--- src/ext_volt_pkg.sv ---
/*
 External-voltage ADC control: register map, field positions, reset values, mode codes and
 timing constants shared by the control block and its helpers.
 Assumes one 10 MHz system clock.
*/
package ext_volt_pkg;

    typedef logic [7:0] byte_t;
    typedef logic [1:0] mode_t;

    // Register addresses
    localparam byte_t ADDR_ADC_START   = 8'hD8;
    localparam byte_t ADDR_INT_ENABLE  = 8'hEC;
    localparam byte_t ADDR_RESULT      = 8'hEF;
    localparam byte_t ADDR_DELTA_CFG   = 8'hF3;
    localparam byte_t ADDR_INT_FLAGS   = 8'hF8;
    localparam byte_t ADDR_STROBE_PER  = 8'hF9;

    // Field positions
    localparam int START_BIT    = 2;
    localparam int DELTA_EN_BIT = 2;
    localparam int DELTA_FLAG_BIT = 2;
    localparam int DELTA_LSB    = 3;
    localparam int INTERVAL_LSB = 4;

    // Values after reset
    localparam byte_t RESULT_RST   = 8'h00;
    localparam byte_t ENABLE_RST   = 8'h00;
    localparam byte_t DELTA_RST    = 8'h00;
    localparam byte_t PERIOD_RST   = 8'h00;

    // Power-saving modes, as reported by the power manager
    localparam mode_t MODE_FULL    = 2'h0;
    localparam mode_t MODE_BATTERY = 2'h1;
    localparam mode_t MODE_SLEEP   = 2'h2;

    // Timing
    localparam int CLK_HZ          = 10_000_000;
    localparam int TIMEBASE_US     = 1000;
    localparam int TICK_CYCLES_DEF = (CLK_HZ / 1_000_000) * TIMEBASE_US;
    localparam logic [7:0] PERIOD_TICKS_1 = 8'h01;
    localparam logic [7:0] PERIOD_TICKS_2 = 8'h08;
    localparam logic [7:0] PERIOD_TICKS_3 = 8'h40;

    // Control states, one-hot
    typedef enum logic [1:0]
    {
        ST_IDLE = 2'b01,
        ST_CONV = 2'b10
    } conv_state_e;

endpackage : ext_volt_pkg

--- src/interval_timer.sv ---
/*
 Background interval timer: a slow timebase prescaler and an interval counter that pulses
 when a background conversion is due.
 Assumes an asynchronous active-low reset already released cleanly by the parent.
*/
`timescale 1ns/1ps
module interval_timer
    import ext_volt_pkg::*;
#(
    parameter int TICK_CYCLES = 10000
)(
    input  wire logic       mclk,
    input  wire logic       rst_n,
    input  wire logic       enable,
    input  wire logic [1:0] interval,
    output logic            due
);

    // A single-cycle tick would leave the prescaler with no bits
    if (TICK_CYCLES < 2)
    begin : g_bad_tick
        $error("TICK_CYCLES must be at least 2");
    end

    localparam int PW = $clog2(TICK_CYCLES);

    logic [PW-1:0] pre_q, pre_d;
    logic [7:0]    ticks_q, ticks_d;
    logic          due_q, due_d;

    function automatic logic [7:0] period_ticks(input logic [1:0] sel);
        unique case (sel)
            2'h1:    period_ticks = PERIOD_TICKS_1;
            2'h2:    period_ticks = PERIOD_TICKS_2;
            default: period_ticks = PERIOD_TICKS_3;
        endcase
    endfunction : period_ticks

    always_comb
    begin
        pre_d   = pre_q;
        ticks_d = ticks_q;
        due_d   = 1'b0;
        if (!enable || interval == 2'h0)
        begin
            pre_d   = '0;
            ticks_d = '0;
        end
        else if (pre_q == PW'(TICK_CYCLES - 1))
        begin
            pre_d = '0;
            if (ticks_q >= period_ticks(interval) - 8'h01)
            begin
                ticks_d = '0;
                due_d   = 1'b1;
            end
            else
            begin
                ticks_d = ticks_q + 8'h01;
            end
        end
        else
        begin
            pre_d = pre_q + PW'(1);
        end
    end

    always_ff @(posedge mclk or negedge rst_n)
    begin
        if (!rst_n)
        begin
            pre_q   <= '0;
            ticks_q <= '0;
            due_q   <= 1'b0;
        end
        else
        begin
            pre_q   <= pre_d;
            ticks_q <= ticks_d;
            due_q   <= due_d;
        end
    end

    assign due = due_q;

endmodule : interval_timer

--- src/delta_detect.sv ---
/*
 Absolute-difference check between a new code and the reference code.
 Purely combinational; the parent registers whatever it derives from it.
*/
`timescale 1ns/1ps
module delta_detect
    import ext_volt_pkg::*;
(
    input  wire byte_t      new_code,
    input  wire byte_t      ref_code,
    input  wire logic [2:0] delta,
    output logic            exceeds
);

    byte_t diff;

    always_comb
    begin
        diff    = (new_code > ref_code) ? (new_code - ref_code) : (ref_code - new_code);
        exceeds = diff > {5'h00, delta};
    end

endmodule : delta_detect

--- src/ext_voltage_adc_control.sv ---
/*
 External-voltage ADC control: register port, single and background conversion sequencing,
 delta check, result register and power-management flag.
 Assumes the analog converter raises conv_done with a stable conv_code after conv_req rises,
 and drops conv_done once conv_req falls; power_mode comes from logic on mclk.
*/
//
// Contract
// - Each result is an 8-bit unsigned code at 15.3 mV per step, held in the result register.
// - Setting the single-start bit runs one conversion, then updates the result and interrupts.
// - Background conversion is off after reset and runs only with a nonzero interval field.
// - After each background conversion the flag sets when |new - last interrupting| > delta.
// - The power-management interrupt comes from the flag only while its enable bit is set.
// - In full-power mode both single and background conversions are served.
// - In battery mode single conversions are served but background ones are not.
// - In sleep mode only background conversions take place.
// - The result register loads only when an ADC interrupt occurs.
// - The ADC interrupt fires on a delta excess or a finished single conversion, no flag.
`timescale 1ns/1ps
module ext_voltage_adc_control
    import ext_volt_pkg::*;
#(
    parameter int TICK_CYCLES = ext_volt_pkg::TICK_CYCLES_DEF
)(
    input  wire logic                mclk,
    input  wire logic                rstn,
    input  wire ext_volt_pkg::byte_t sfr_addr,
    input  wire logic                sfr_wr_en,
    input  wire logic                sfr_rd_en,
    input  wire ext_volt_pkg::byte_t sfr_wdata,
    output ext_volt_pkg::byte_t      sfr_rdata,
    input  wire ext_volt_pkg::mode_t power_mode,
    output logic                     conv_req,
    input  wire logic                conv_done,
    input  wire ext_volt_pkg::byte_t conv_code,
    output logic                     adc_int,
    output logic                     psm_int
);

    if (TICK_CYCLES < 2)
    begin : g_bad_tick
        $error("TICK_CYCLES must be at least 2");
    end

    // Reset release
    logic rst_s1_q, rst_n;
    always_ff @(posedge mclk or negedge rstn)
    begin
        if (!rstn)
        begin
            rst_s1_q <= 1'b0;
            rst_n    <= 1'b0;
        end
        else
        begin
            rst_s1_q <= 1'b1;
            rst_n    <= rst_s1_q;
        end
    end

    // Converter inputs come from the analog side; first stage feeds only the second
    logic  done_s1_q, done_s2_q, done_s3_q;
    byte_t code_s1_q, code_s2_q;
    always_ff @(posedge mclk or negedge rst_n)
    begin
        if (!rst_n)
        begin
            done_s1_q <= 1'b0;
            done_s2_q <= 1'b0;
            done_s3_q <= 1'b0;
            code_s1_q <= '0;
            code_s2_q <= '0;
        end
        else
        begin
            done_s1_q <= conv_done;
            done_s2_q <= done_s1_q;
            done_s3_q <= done_s2_q;
            code_s1_q <= conv_code;
            code_s2_q <= code_s1_q;
        end
    end

    logic done_rise;
    assign done_rise = done_s2_q & ~done_s3_q;

    conv_state_e st_q, st_d;
    byte_t       result_q, result_d;
    byte_t       enable_q, enable_d;
    byte_t       delta_q, delta_d;
    byte_t       period_q, period_d;
    byte_t       rdata_q, rdata_d;
    logic        flag_q, flag_d;
    logic        single_pend_q, single_pend_d;
    logic        bg_pend_q, bg_pend_d;
    logic        src_single_q, src_single_d;
    logic        req_q, req_d;
    logic        adc_int_q, adc_int_d;
    logic        psm_int_q, psm_int_d;
    logic        start_single, start_bg;
    logic        bg_allowed, bg_due, exceeds;
    logic [1:0]  interval;
    logic [2:0]  delta_set;

    assign interval  = period_q[INTERVAL_LSB +: 2];
    assign delta_set = delta_q[DELTA_LSB +: 3];
    // Battery mode has no background service; full and sleep do
    assign bg_allowed = (interval != 2'h0) && (power_mode != MODE_BATTERY);

    interval_timer #(
        .TICK_CYCLES (TICK_CYCLES)
    ) u_timer (
        .mclk     (mclk),
        .rst_n    (rst_n),
        .enable   (bg_allowed),
        .interval (interval),
        .due      (bg_due)
    );

    // Reference is the last code that interrupted, which is the result register itself
    delta_detect u_delta (
        .new_code (code_s2_q),
        .ref_code (result_q),
        .delta    (delta_set),
        .exceeds  (exceeds)
    );

    always_comb
    begin
        st_d          = st_q;
        result_d      = result_q;
        enable_d      = enable_q;
        delta_d       = delta_q;
        period_d      = period_q;
        flag_d        = flag_q;
        single_pend_d = single_pend_q;
        bg_pend_d     = bg_pend_q;
        src_single_d  = src_single_q;
        req_d         = req_q;
        adc_int_d     = 1'b0;
        start_single  = 1'b0;
        start_bg      = 1'b0;
        rdata_d       = rdata_q;

        // Software clear first so a same-cycle set below wins
        if (sfr_wr_en)
        begin
            case (sfr_addr)
                ADDR_INT_ENABLE: enable_d = sfr_wdata;
                ADDR_DELTA_CFG:  delta_d  = sfr_wdata;
                ADDR_STROBE_PER: period_d = sfr_wdata;
                ADDR_INT_FLAGS:
                begin
                    if (!sfr_wdata[DELTA_FLAG_BIT])
                    begin
                        flag_d = 1'b0;
                    end
                end
                default: ;
            endcase
        end

        if (bg_due)
        begin
            bg_pend_d = 1'b1;
        end
        if (!bg_allowed)
        begin
            bg_pend_d = 1'b0;
        end
        if (power_mode == MODE_SLEEP)
        begin
            single_pend_d = 1'b0;
        end

        unique case (st_q)
            ST_IDLE:
            begin
                if (single_pend_q && power_mode != MODE_SLEEP)
                begin
                    start_single  = 1'b1;
                    single_pend_d = 1'b0;
                    src_single_d  = 1'b1;
                    req_d         = 1'b1;
                    st_d          = ST_CONV;
                end
                else if (bg_pend_q && bg_allowed)
                begin
                    start_bg     = 1'b1;
                    bg_pend_d    = 1'b0;
                    src_single_d = 1'b0;
                    req_d        = 1'b1;
                    st_d         = ST_CONV;
                end
            end
            ST_CONV:
            begin
                if (done_rise)
                begin
                    req_d = 1'b0;
                    st_d  = ST_IDLE;
                    if (src_single_q || exceeds)
                    begin
                        result_d  = code_s2_q;
                        adc_int_d = 1'b1;
                    end
                    if (!src_single_q && exceeds)
                    begin
                        flag_d = 1'b1;
                    end
                end
            end
            default:
            begin
                req_d = 1'b0;
                st_d  = ST_IDLE;
            end
        endcase

        // A start written while the previous one is consumed is kept
        if (sfr_wr_en && sfr_addr == ADDR_ADC_START && sfr_wdata[START_BIT]
            && power_mode != MODE_SLEEP)
        begin
            single_pend_d = 1'b1;
        end

        psm_int_d = flag_q & enable_q[DELTA_EN_BIT];

        if (sfr_rd_en)
        begin
            case (sfr_addr)
                ADDR_ADC_START:
                begin
                    rdata_d = '0;
                    rdata_d[START_BIT] = single_pend_q | (st_q == ST_CONV && src_single_q);
                end
                ADDR_INT_ENABLE: rdata_d = enable_q;
                ADDR_RESULT:     rdata_d = result_q;
                ADDR_DELTA_CFG:  rdata_d = delta_q;
                ADDR_STROBE_PER: rdata_d = period_q;
                ADDR_INT_FLAGS:
                begin
                    rdata_d = '0;
                    rdata_d[DELTA_FLAG_BIT] = flag_q;
                end
                default:         rdata_d = '0;
            endcase
        end
    end

    always_ff @(posedge mclk or negedge rst_n)
    begin
        if (!rst_n)
        begin
            st_q          <= ST_IDLE;
            result_q      <= RESULT_RST;
            enable_q      <= ENABLE_RST;
            delta_q       <= DELTA_RST;
            period_q      <= PERIOD_RST;
            flag_q        <= 1'b0;
            single_pend_q <= 1'b0;
            bg_pend_q     <= 1'b0;
            src_single_q  <= 1'b0;
            req_q         <= 1'b0;
            adc_int_q     <= 1'b0;
            psm_int_q     <= 1'b0;
            rdata_q       <= '0;
        end
        else
        begin
            st_q          <= st_d;
            result_q      <= result_d;
            enable_q      <= enable_d;
            delta_q       <= delta_d;
            period_q      <= period_d;
            flag_q        <= flag_d;
            single_pend_q <= single_pend_d;
            bg_pend_q     <= bg_pend_d;
            src_single_q  <= src_single_d;
            req_q         <= req_d;
            adc_int_q     <= adc_int_d;
            psm_int_q     <= psm_int_d;
            rdata_q       <= rdata_d;
        end
    end

    assign sfr_rdata = rdata_q;
    assign conv_req  = req_q;
    assign adc_int   = adc_int_q;
    assign psm_int   = psm_int_q;

    a_single_result: assert property (@(posedge mclk) disable iff (!rst_n)
        (st_q == ST_CONV && src_single_q && done_rise)
        |=> adc_int_q && result_q == $past(code_s2_q) && st_q == ST_IDLE)
        else $error("single conversion did not load result and interrupt");

    a_result_only_int: assert property (@(posedge mclk) disable iff (!rst_n)
        (result_q != $past(result_q)) |-> adc_int_q)
        else $error("result changed without an ADC interrupt");

    a_int_cause: assert property (@(posedge mclk) disable iff (!rst_n)
        adc_int_q |-> $past(done_rise) && ($past(src_single_q) || $past(exceeds)))
        else $error("ADC interrupt without a cause");

    a_bg_needs_interval: assert property (@(posedge mclk) disable iff (!rst_n)
        start_bg |-> interval != 2'h0)
        else $error("background conversion with zero interval");

    a_battery_no_bg: assert property (@(posedge mclk) disable iff (!rst_n)
        (power_mode == MODE_BATTERY) |-> !start_bg)
        else $error("background conversion in battery mode");

    a_sleep_no_single: assert property (@(posedge mclk) disable iff (!rst_n)
        (power_mode == MODE_SLEEP) |-> !start_single)
        else $error("single conversion in sleep mode");

    a_delta_flag_set: assert property (@(posedge mclk) disable iff (!rst_n)
        (st_q == ST_CONV && !src_single_q && done_rise && exceeds) |=> flag_q ##1 psm_int_q
        || !$past(enable_q[DELTA_EN_BIT]))
        else $error("delta excess did not set the flag");

    a_psm_gate: assert property (@(posedge mclk) disable iff (!rst_n)
        psm_int_q |-> $past(flag_q) && $past(enable_q[DELTA_EN_BIT]))
        else $error("power interrupt without enabled flag");

    a_full_bg_start: assert property (@(posedge mclk) disable iff (!rst_n)
        (st_q == ST_IDLE && bg_pend_q && bg_allowed && !single_pend_q
         && power_mode == MODE_FULL) |=> st_q == ST_CONV && conv_req)
        else $error("background conversion not started in full power");

endmodule : ext_voltage_adc_control

--- config.mk ---
export PLATFORM = sky130hd
export DESIGN_NAME = ext_voltage_adc_control
export DESIGN_NICKNAME = d
export VERILOG_FILES = /design/src/ext_volt_pkg.sv /design/src/interval_timer.sv /design/src/delta_detect.sv /design/src/ext_voltage_adc_control.sv
export SDC_FILE = /design/constraint.sdc
export NUM_CORES = 1
export LEC_CHECK = 0
export ABC_AREA = 1
export BUFFER_PORTS_ARGS = -buffer_cell sky130_fd_sc_hd__buf_2
export CAP_MARGIN = 0
export CORE_UTILIZATION = 30
export DETAILED_ROUTE_END_ITERATION = 7
export GPL_TIMING_DRIVEN = 0
export SYNTH_ARGS = -nofsm -noshare
export SYNTH_HDL_FRONTEND = slang
export SYNTH_SLANG_ARGS = --single-unit
--- constraint.sdc ---
create_clock -name mclk -period 6.21 [get_ports mclk]
set_input_delay 0.3105 -clock mclk [delete_from_list [all_inputs] [get_ports mclk]]
set_output_delay 0.3105 -clock mclk [all_outputs]
set_load 0.02 [all_outputs]
=== After elaboration in Yosys (flattened, before gate mapping) ===
Cells that the tools add are included.
Widths: inputs -> output; s select.

* Flip-flop bits (word level): 93
* Output and inout port bits: 11
* Bits of input ports: 31

* Eq/ne operators: 16
* Muxes and demuxes: 41
* Bitwise gates (word level): 4
* Order comparisons: 3
* Reduce and logical (&&, ||, !) cells: 22
* $add $sub $neg: 5

{| class="wikitable"
|+ Operators by type and width
! kind !! number
|-
| $eq 8x8->1 const B || 6
|-
| $mux 8 || 6
|-
| $pmux 8 s6 || 1
|-
| $mux 14 || 2
|-
| $mux 1 || 26
|-
| $sub 8x8->8 || 2
|-
| $add 14x1->14 const B || 1
|-
| $eq 14x14->1 const B || 1
|-
| $pmux 7 s2 || 1
|-
| $reduce_and 2->1 || 5
|-
| $add 8x1->8 const B || 1
|-
| $ge 8x8->1 || 1
|-
| $gt 8x3->1 || 1
|-
| $gt 8x8->1 || 1
|-
| $logic_and 1x1->1 || 8
|-
| $sub 8x1->8 const B || 1
|-
| $eq 2x2->1 const B || 3
|-
| $mux 2 || 3
|-
| $reduce_bool 2->1 || 3
|-
| $eq 2x1->1 const B || 2
|-
| $ne 2x2->1 const B || 2
|-
| $pmux 2 s2 || 1
|-
| $ne 3x3->1 const B || 1
|-
| $reduce_and 3->1 || 1
|-
| other kinds (8) || 11
|}

=== Logic depth before layout (Yosys ltp) ===
* Word-level depth: 10
* Mapped depth: 21
* Depth with buffers taken out: 20

=== Hierarchy ===
From an unflattened synthesis, not the netlist that was laid out.

* Cells, all modules: 662
* Area total of the unflattened synthesis: 5287.6 um^2

{| class="wikitable"
|+ By module, submodules not included
! module !! area each (um^2) !! sequential area each (um^2) !! instances !! cells an instance
|-
| ext_voltage_adc_control || 2915.3 || 1727.9 || 1 || 310
|-
| interval_timer || 1430.1 || 575.6 || 1 || 181
|-
| delta_detect || 942.2 || 0.0 || 1 || 171
|}

=== Worst setup path after synthesis ===
OpenSTA, ideal clock, no wires.

* Path type: register -> register
* Start point: register code_s2_q[0]
* End point: register result_q[0]
* Path buffers: 0
* Period minus slack after synthesis: 2.775 ns
* Arrival: 2.658 ns
* Path slack: 3.435 ns
* Stages on the path, launching flop included: 21
* Cells stage by stage: dfrtp_1 > inv_1 > ha_1 > inv_1 > fa_1 > nand3_1 > nand2_1 > nand2_1 > nand2_1 > nand2_2 > mux2i_1 > xor2_1 > inv_1 > ha_1 > nand2_1 > o21ai_0 > nand2_1 > nand3_4 > nand2_4 > nand2_1 > nand2_1

* Longest elaborated chain between the ends: 5
* Elaborated cells between the ends (all ways): 7
* Those cells by class: 2 x add/sub; 2 x order compare; 1 x mux; 2 x reduce/logical

{| class="wikitable"
|+ Ends and longest elaborated chain
! element !! RTL line !! RTL
|-
| from (decl) || ext_voltage_adc_control.sv:63 || <nowiki>byte_t code_s1_q, code_s2_q;</nowiki>
|-
| from (signal assigned) || ext_voltage_adc_control.sv:80 || <nowiki>code_s2_q <= code_s1_q;</nowiki>
|-
| $sub 8x8->8 / $gt 8x8->1 (equally long branches) || delta_detect.sv:19 || <nowiki>diff = (new_code > ref_code) ? (new_code - ref_code) : (ref_code - new_code);</nowiki>
|-
| $mux 8 || delta_detect.sv:19 ||
|-
| $gt 8x3->1 || delta_detect.sv:20 || <nowiki>exceeds = diff > {5'h00, delta};</nowiki>
|-
| $logic_or 1x1->1 || ext_voltage_adc_control.sv:202 || <nowiki>if (src_single_q || exceeds)</nowiki>
|-
| $reduce_and 3->1 (no source line) || -- ||
|-
| to (signal assigned) || ext_voltage_adc_control.sv:272 || <nowiki>result_q <= result_d;</nowiki>
|-
| to (decl) || ext_voltage_adc_control.sv:88 || <nowiki>byte_t result_q, result_d;</nowiki>
|}

Several ways; a longest one is shown, not always the timed one.
A chain may end at the register's enable or synchronous reset.

=== Worst setup path after layout ===
* Start point: register code_s2_q[0]
* End point: register result_q[7]

* Longest elaborated chain between the ends: 5
* Elaborated cells between the ends (all ways): 7
* Those cells by class: 2 x add/sub; 2 x order compare; 1 x mux; 2 x reduce/logical

{| class="wikitable"
|+ Ends and longest elaborated chain
! element !! RTL line
|-
| $sub 8x8->8 / $gt 8x8->1 (equally long branches) || delta_detect.sv:19
|-
| $mux 8 * || delta_detect.sv:19
|-
| $gt 8x3->1 * || delta_detect.sv:20
|-
| $logic_or 1x1->1 * || ext_voltage_adc_control.sv:202
|-
| $reduce_and 3->1 (no source line) * || --
|}

Every way passes the cells marked *; elsewhere a longest branch is shown, timed or not.

==> results.sh <==
export IMPL_numPortBuffers=41
export IMPL_synth_edf_count=0
export IMPL_endpoint_kind="flop"
export IMPL_yosys_warnings=0
export IMPL_synthArstFlopShare=1.00
export IMPL_cts_tree="yes"
export IMPL_ant_nets=0
export IMPL_fillCellCount=1639
export IMPL_outcome="finished, final reports clean"
export IMPL_gp_congestion=0.785
export IMPL_r2r_cells=20
export IMPL_cts_root_buf="clkbuf_16"
export IMPL_cts_resized=0
export IMPL_finalCoreUtilization=0.363
export IMPL_finalNetCount=685
export IMPL_rr_endpoint="result_q[7]$_DFFE_PN0P_"
export IMPL_slew_violations=0
export IMPL_grt_first_pass_wirelength_um=17000
export IMPL_grt_pass1_vias=3509
export IMPL_synth_fp_nets=631
export IMPL_cts_setup_buffers=0
export IMPL_drt_wl_total_um=10200
export IMPL_finalCritPeriodShare=0.515
export IMPL_cp_required_ns=6.44
export IMPL_ir_drop_mv=0.130
export IMPL_timing_max_cap_violations=0
export IMPL_final_layout_size_suffix_gt1_frac=0.143
export IMPL_fin_setup_tns_ns=0
export IMPL_yosys_area_top_type_share=0.474
export IMPL_max_slew_margin_rel=0.496
export IMPL_ys_seq_area_frac=0.479
export IMPL_drt_initial_drc_count=235
export IMPL_rrSetupSlack_ns=3.01
export IMPL_synth_ff_latch_count=92
export IMPL_syn_avg_cell_area_um2=8.44
export IMPL_crit_fanout=9
export IMPL_synth_common_cells="147 x nand2_1, 91 x dfrtp_1, 89 x inv_1"
export IMPL_finClkSkew_ns=0.00693
export IMPL_cts_max_path_buffers=2
export IMPL_numClockSinks=92
export IMPL_ys_top_cells_by_area="dfrtp_1 47%, nand2_1 11%, ha_1 7.3%, inv_1 6.9%, nand3_1 4.1%"
export IMPL_vias=3721
export IMPL_pwr_share_clk=0.381
export IMPL_netSwitchingPower_mw=0.374
export IMPL_initial_utilization=0.312
export IMPL_worstPathArrival_ns=3.43
export IMPL_max_clock_freq_mhz=312
export IMPL_dp_hpwl_um=7740
export IMPL_numCtsBuffers=9
export IMPL_synthToLayoutAreaGrowth_pct=16.6
export IMPL_ys_flop_type="dfrtp_1"
export IMPL_critPathCapture="result_q[7]$_DFFE_PN0P_"
export IMPL_hold_path_class="primary input to flop"
export IMPL_via_per_inst=4.43
export IMPL_clkLatencyLatePin_ns=0.34
export IMPL_synth_area_um2=4810
export IMPL_grt_overflow=0
export IMPL_start_kind="flop"
export IMPL_swShare=0.272
export IMPL_r2r_start="code_s2_q[0]$_DFF_PN0_"
export IMPL_design_core_area_um2=15400
export IMPL_synthCells=570
export IMPL_pwr_share_comb=0.141
export IMPL_yosys_area_top_type="dfrtp_1"
export IMPL_dr_pass1_iters=5
export IMPL_dieArea_um2=16500
export IMPL_grt_max_degree=59
export IMPL_pwr_share_seq=0.478
export IMPL_drcViolationCount=0
export IMPL_die_h_um=129
export IMPL_rows=45
export IMPL_hold_viol=0
export IMPL_wl_per_cell_um=12.2
export IMPL_finalSetupViolCount=0
export IMPL_ios=42
export IMPL_p_int_mw=1.00
export IMPL_period_needed_ns=3.20
export IMPL_grt_total_usage=0.132
export IMPL_h_tree_depth=3
export IMPL_rsz0062_at_grt="no"
export IMPL_ys_types=42
export IMPL_path_class="flop to flop"
export IMPL_pwr_density_cell_nw_per_um2=245
export IMPL_cts_clk_slew_worst_paths_ns=0.06
export IMPL_p_leak_nw=2.96
export IMPL_fp_dieW_um=129
export IMPL_tightest_slew_ns=0.737
export IMPL_post_synth_top_count_cell="nand2_1"
export IMPL_n_antenna_cell=0
export IMPL_antenna_found_initial=0
export IMPL_critPathLaunch="code_s2_q[0]$_DFF_PN0_"
layout make-up:
| class | instances | area (um2) | area share |
|---|---|---|---|
| Multi-Input combinational cell | 382 | 2130 | 0.379 |
| Clock inverter | 5 | 33.8 | 0.00603 |
| Sequential cell | 92 | 2310 | 0.412 |
| Tap cell | 211 | 264 | 0.0471 |
| Timing Repair Buffer | 43 | 243 | 0.0433 |
| Buffer | 6 | 40.0 | 0.00714 |
| Clock buffer | 11 | 253 | 0.0451 |
| Inverter | 90 | 338 | 0.0603 |
sequential cells by signal, summed over array words and instances (netlist names), 2 cells and up:
name             flops
code_s1_q            8
code_s2_q            8
delta_q              8
enable_q             8
period_q             8
result_q             8
sfr_rdata            8
st_q                 2
u_timer.pre_q       14
u_timer.ticks_q      8
worst max-delay path, cell delays in order (launching register included):
cell	delay (ns)
dfrtp_1	0.43
inv_1	0.08
ha_1	0.14
inv_1	0.08
fa_1	0.41
nand3_1	0.11
nand2_1	0.07
nand2_1	0.06
nand2_1	0.06
nand2_2	0.11
mux2i_1	0.23
xor2_1	0.17
inv_1	0.06
ha_1	0.30
nand2_1	0.05
o21ai_0	0.13
nand2_1	0.14
nand3_4	0.18
nand2_4	0.11
nand2_1	0.11
nand2_1	0.05
power by group through the flow:
| stage | registers, mW | clock network [mW] | logic [mW] |
|---|---|---|---|
| after floorplan | 0.667 | 0 | 0.137 |
| after global placement | 0.674 | 0 | 0.183 |
| after global routing | 0.661 | 0.564 | 0.224 |
| final | 0.657 | 0.523 | 0.194 |
| after CTS | 0.657 | 0.543 | 0.196 |
| after detailed placement | 0.669 | 0 | 0.194 |
routing by layer:
metal / up-vias / track usage / share of wire
li1: 1948 / - / -
met1: 1710 / 0.169 / 0.48
met2: 57 / 0.222 / 0.48
met3: 6 / 0.0370 / 0.038
met4: 0 / 0.0311 / 0.0069
met5: - / 0 / 0
cells in the final DEF (no fill, tap or decap), types with 2 or more instances in the layout:
| cell | n |
|---|---|
| nand2_1 | 147 |
| dfrtp_1 | 90 |
| inv_1 | 89 |
| nor2_1 | 44 |
| buf_2 | 43 |
| nand3_1 | 39 |
| o21ai_0 | 33 |
| ha_1 | 28 |
| a21oi_1 | 16 |
| mux2_2 | 13 |
| clkbuf_16 | 9 |
| nand4_1 | 8 |
| nor3_1 | 7 |
| o22ai_1 | 7 |
| nand2_2 | 5 |
| xor2_1 | 5 |
| a221oi_1 | 3 |
| buf_6 | 2 |
| nor2_2 | 2 |
| nor4_1 | 2 |
| nor3b_1 | 2 |
| a31oi_1 | 2 |
| a22o_1 | 2 |
| fa_1 | 2 |
| clkinvlp_4 | 2 |
| clkinv_2 | 2 |
| clkbuf_8 | 2 |
timing repair:
item,in CTS,in global routing
hold buffers,1,0
endpoints found under the hold margin,2,0
endpoints found under the setup margin,0,0
per-stage QoR:
step	hold slack (ns)	total power, mW	setup WS [ns]	area (um2)	instances
after floorplan	0.0149	0.804	3.44	4810	570
after global placement	0.0978	0.857	2.34	5280	822
after detailed placement	0.0978	0.863	3.03	5310	823
after CTS	0.0668	1.40	3.01	5610	840
after global routing	0.0625	1.45	2.78	5610	840
final	0.0758	1.37	3.01	5610	840
worst min path at each step:
stage                            start  cells after the start  slack, ns                      to
after global placement            rstn                      1        0.1      rst_s1_q$_DFF_PN0_
after floorplan                   rstn                      0       0.01         rst_n$_DFF_PN0_
after detailed placement          rstn                      1        0.1      rst_s1_q$_DFF_PN0_
after global routing      conv_code[2]                      1       0.06  code_s1_q[2]$_DFF_PN0_
final                        conv_done                      1       0.08     done_s1_q$_DFF_PN0_
after CTS                 conv_code[1]                      1       0.07  code_s1_q[1]$_DFF_PN0_
cells by family after synthesis:
group | share of synthesized area
compound gates | 0.0841
xor+xnor | 0.0109
fa+ha+maj | 0.0812
buf+inv | 0.0786
flops | 0.479
mux | 0.0325
other cells | 0.000780
simple gates | 0.233
No activity file was read; power rests on OpenSTA's default activity.
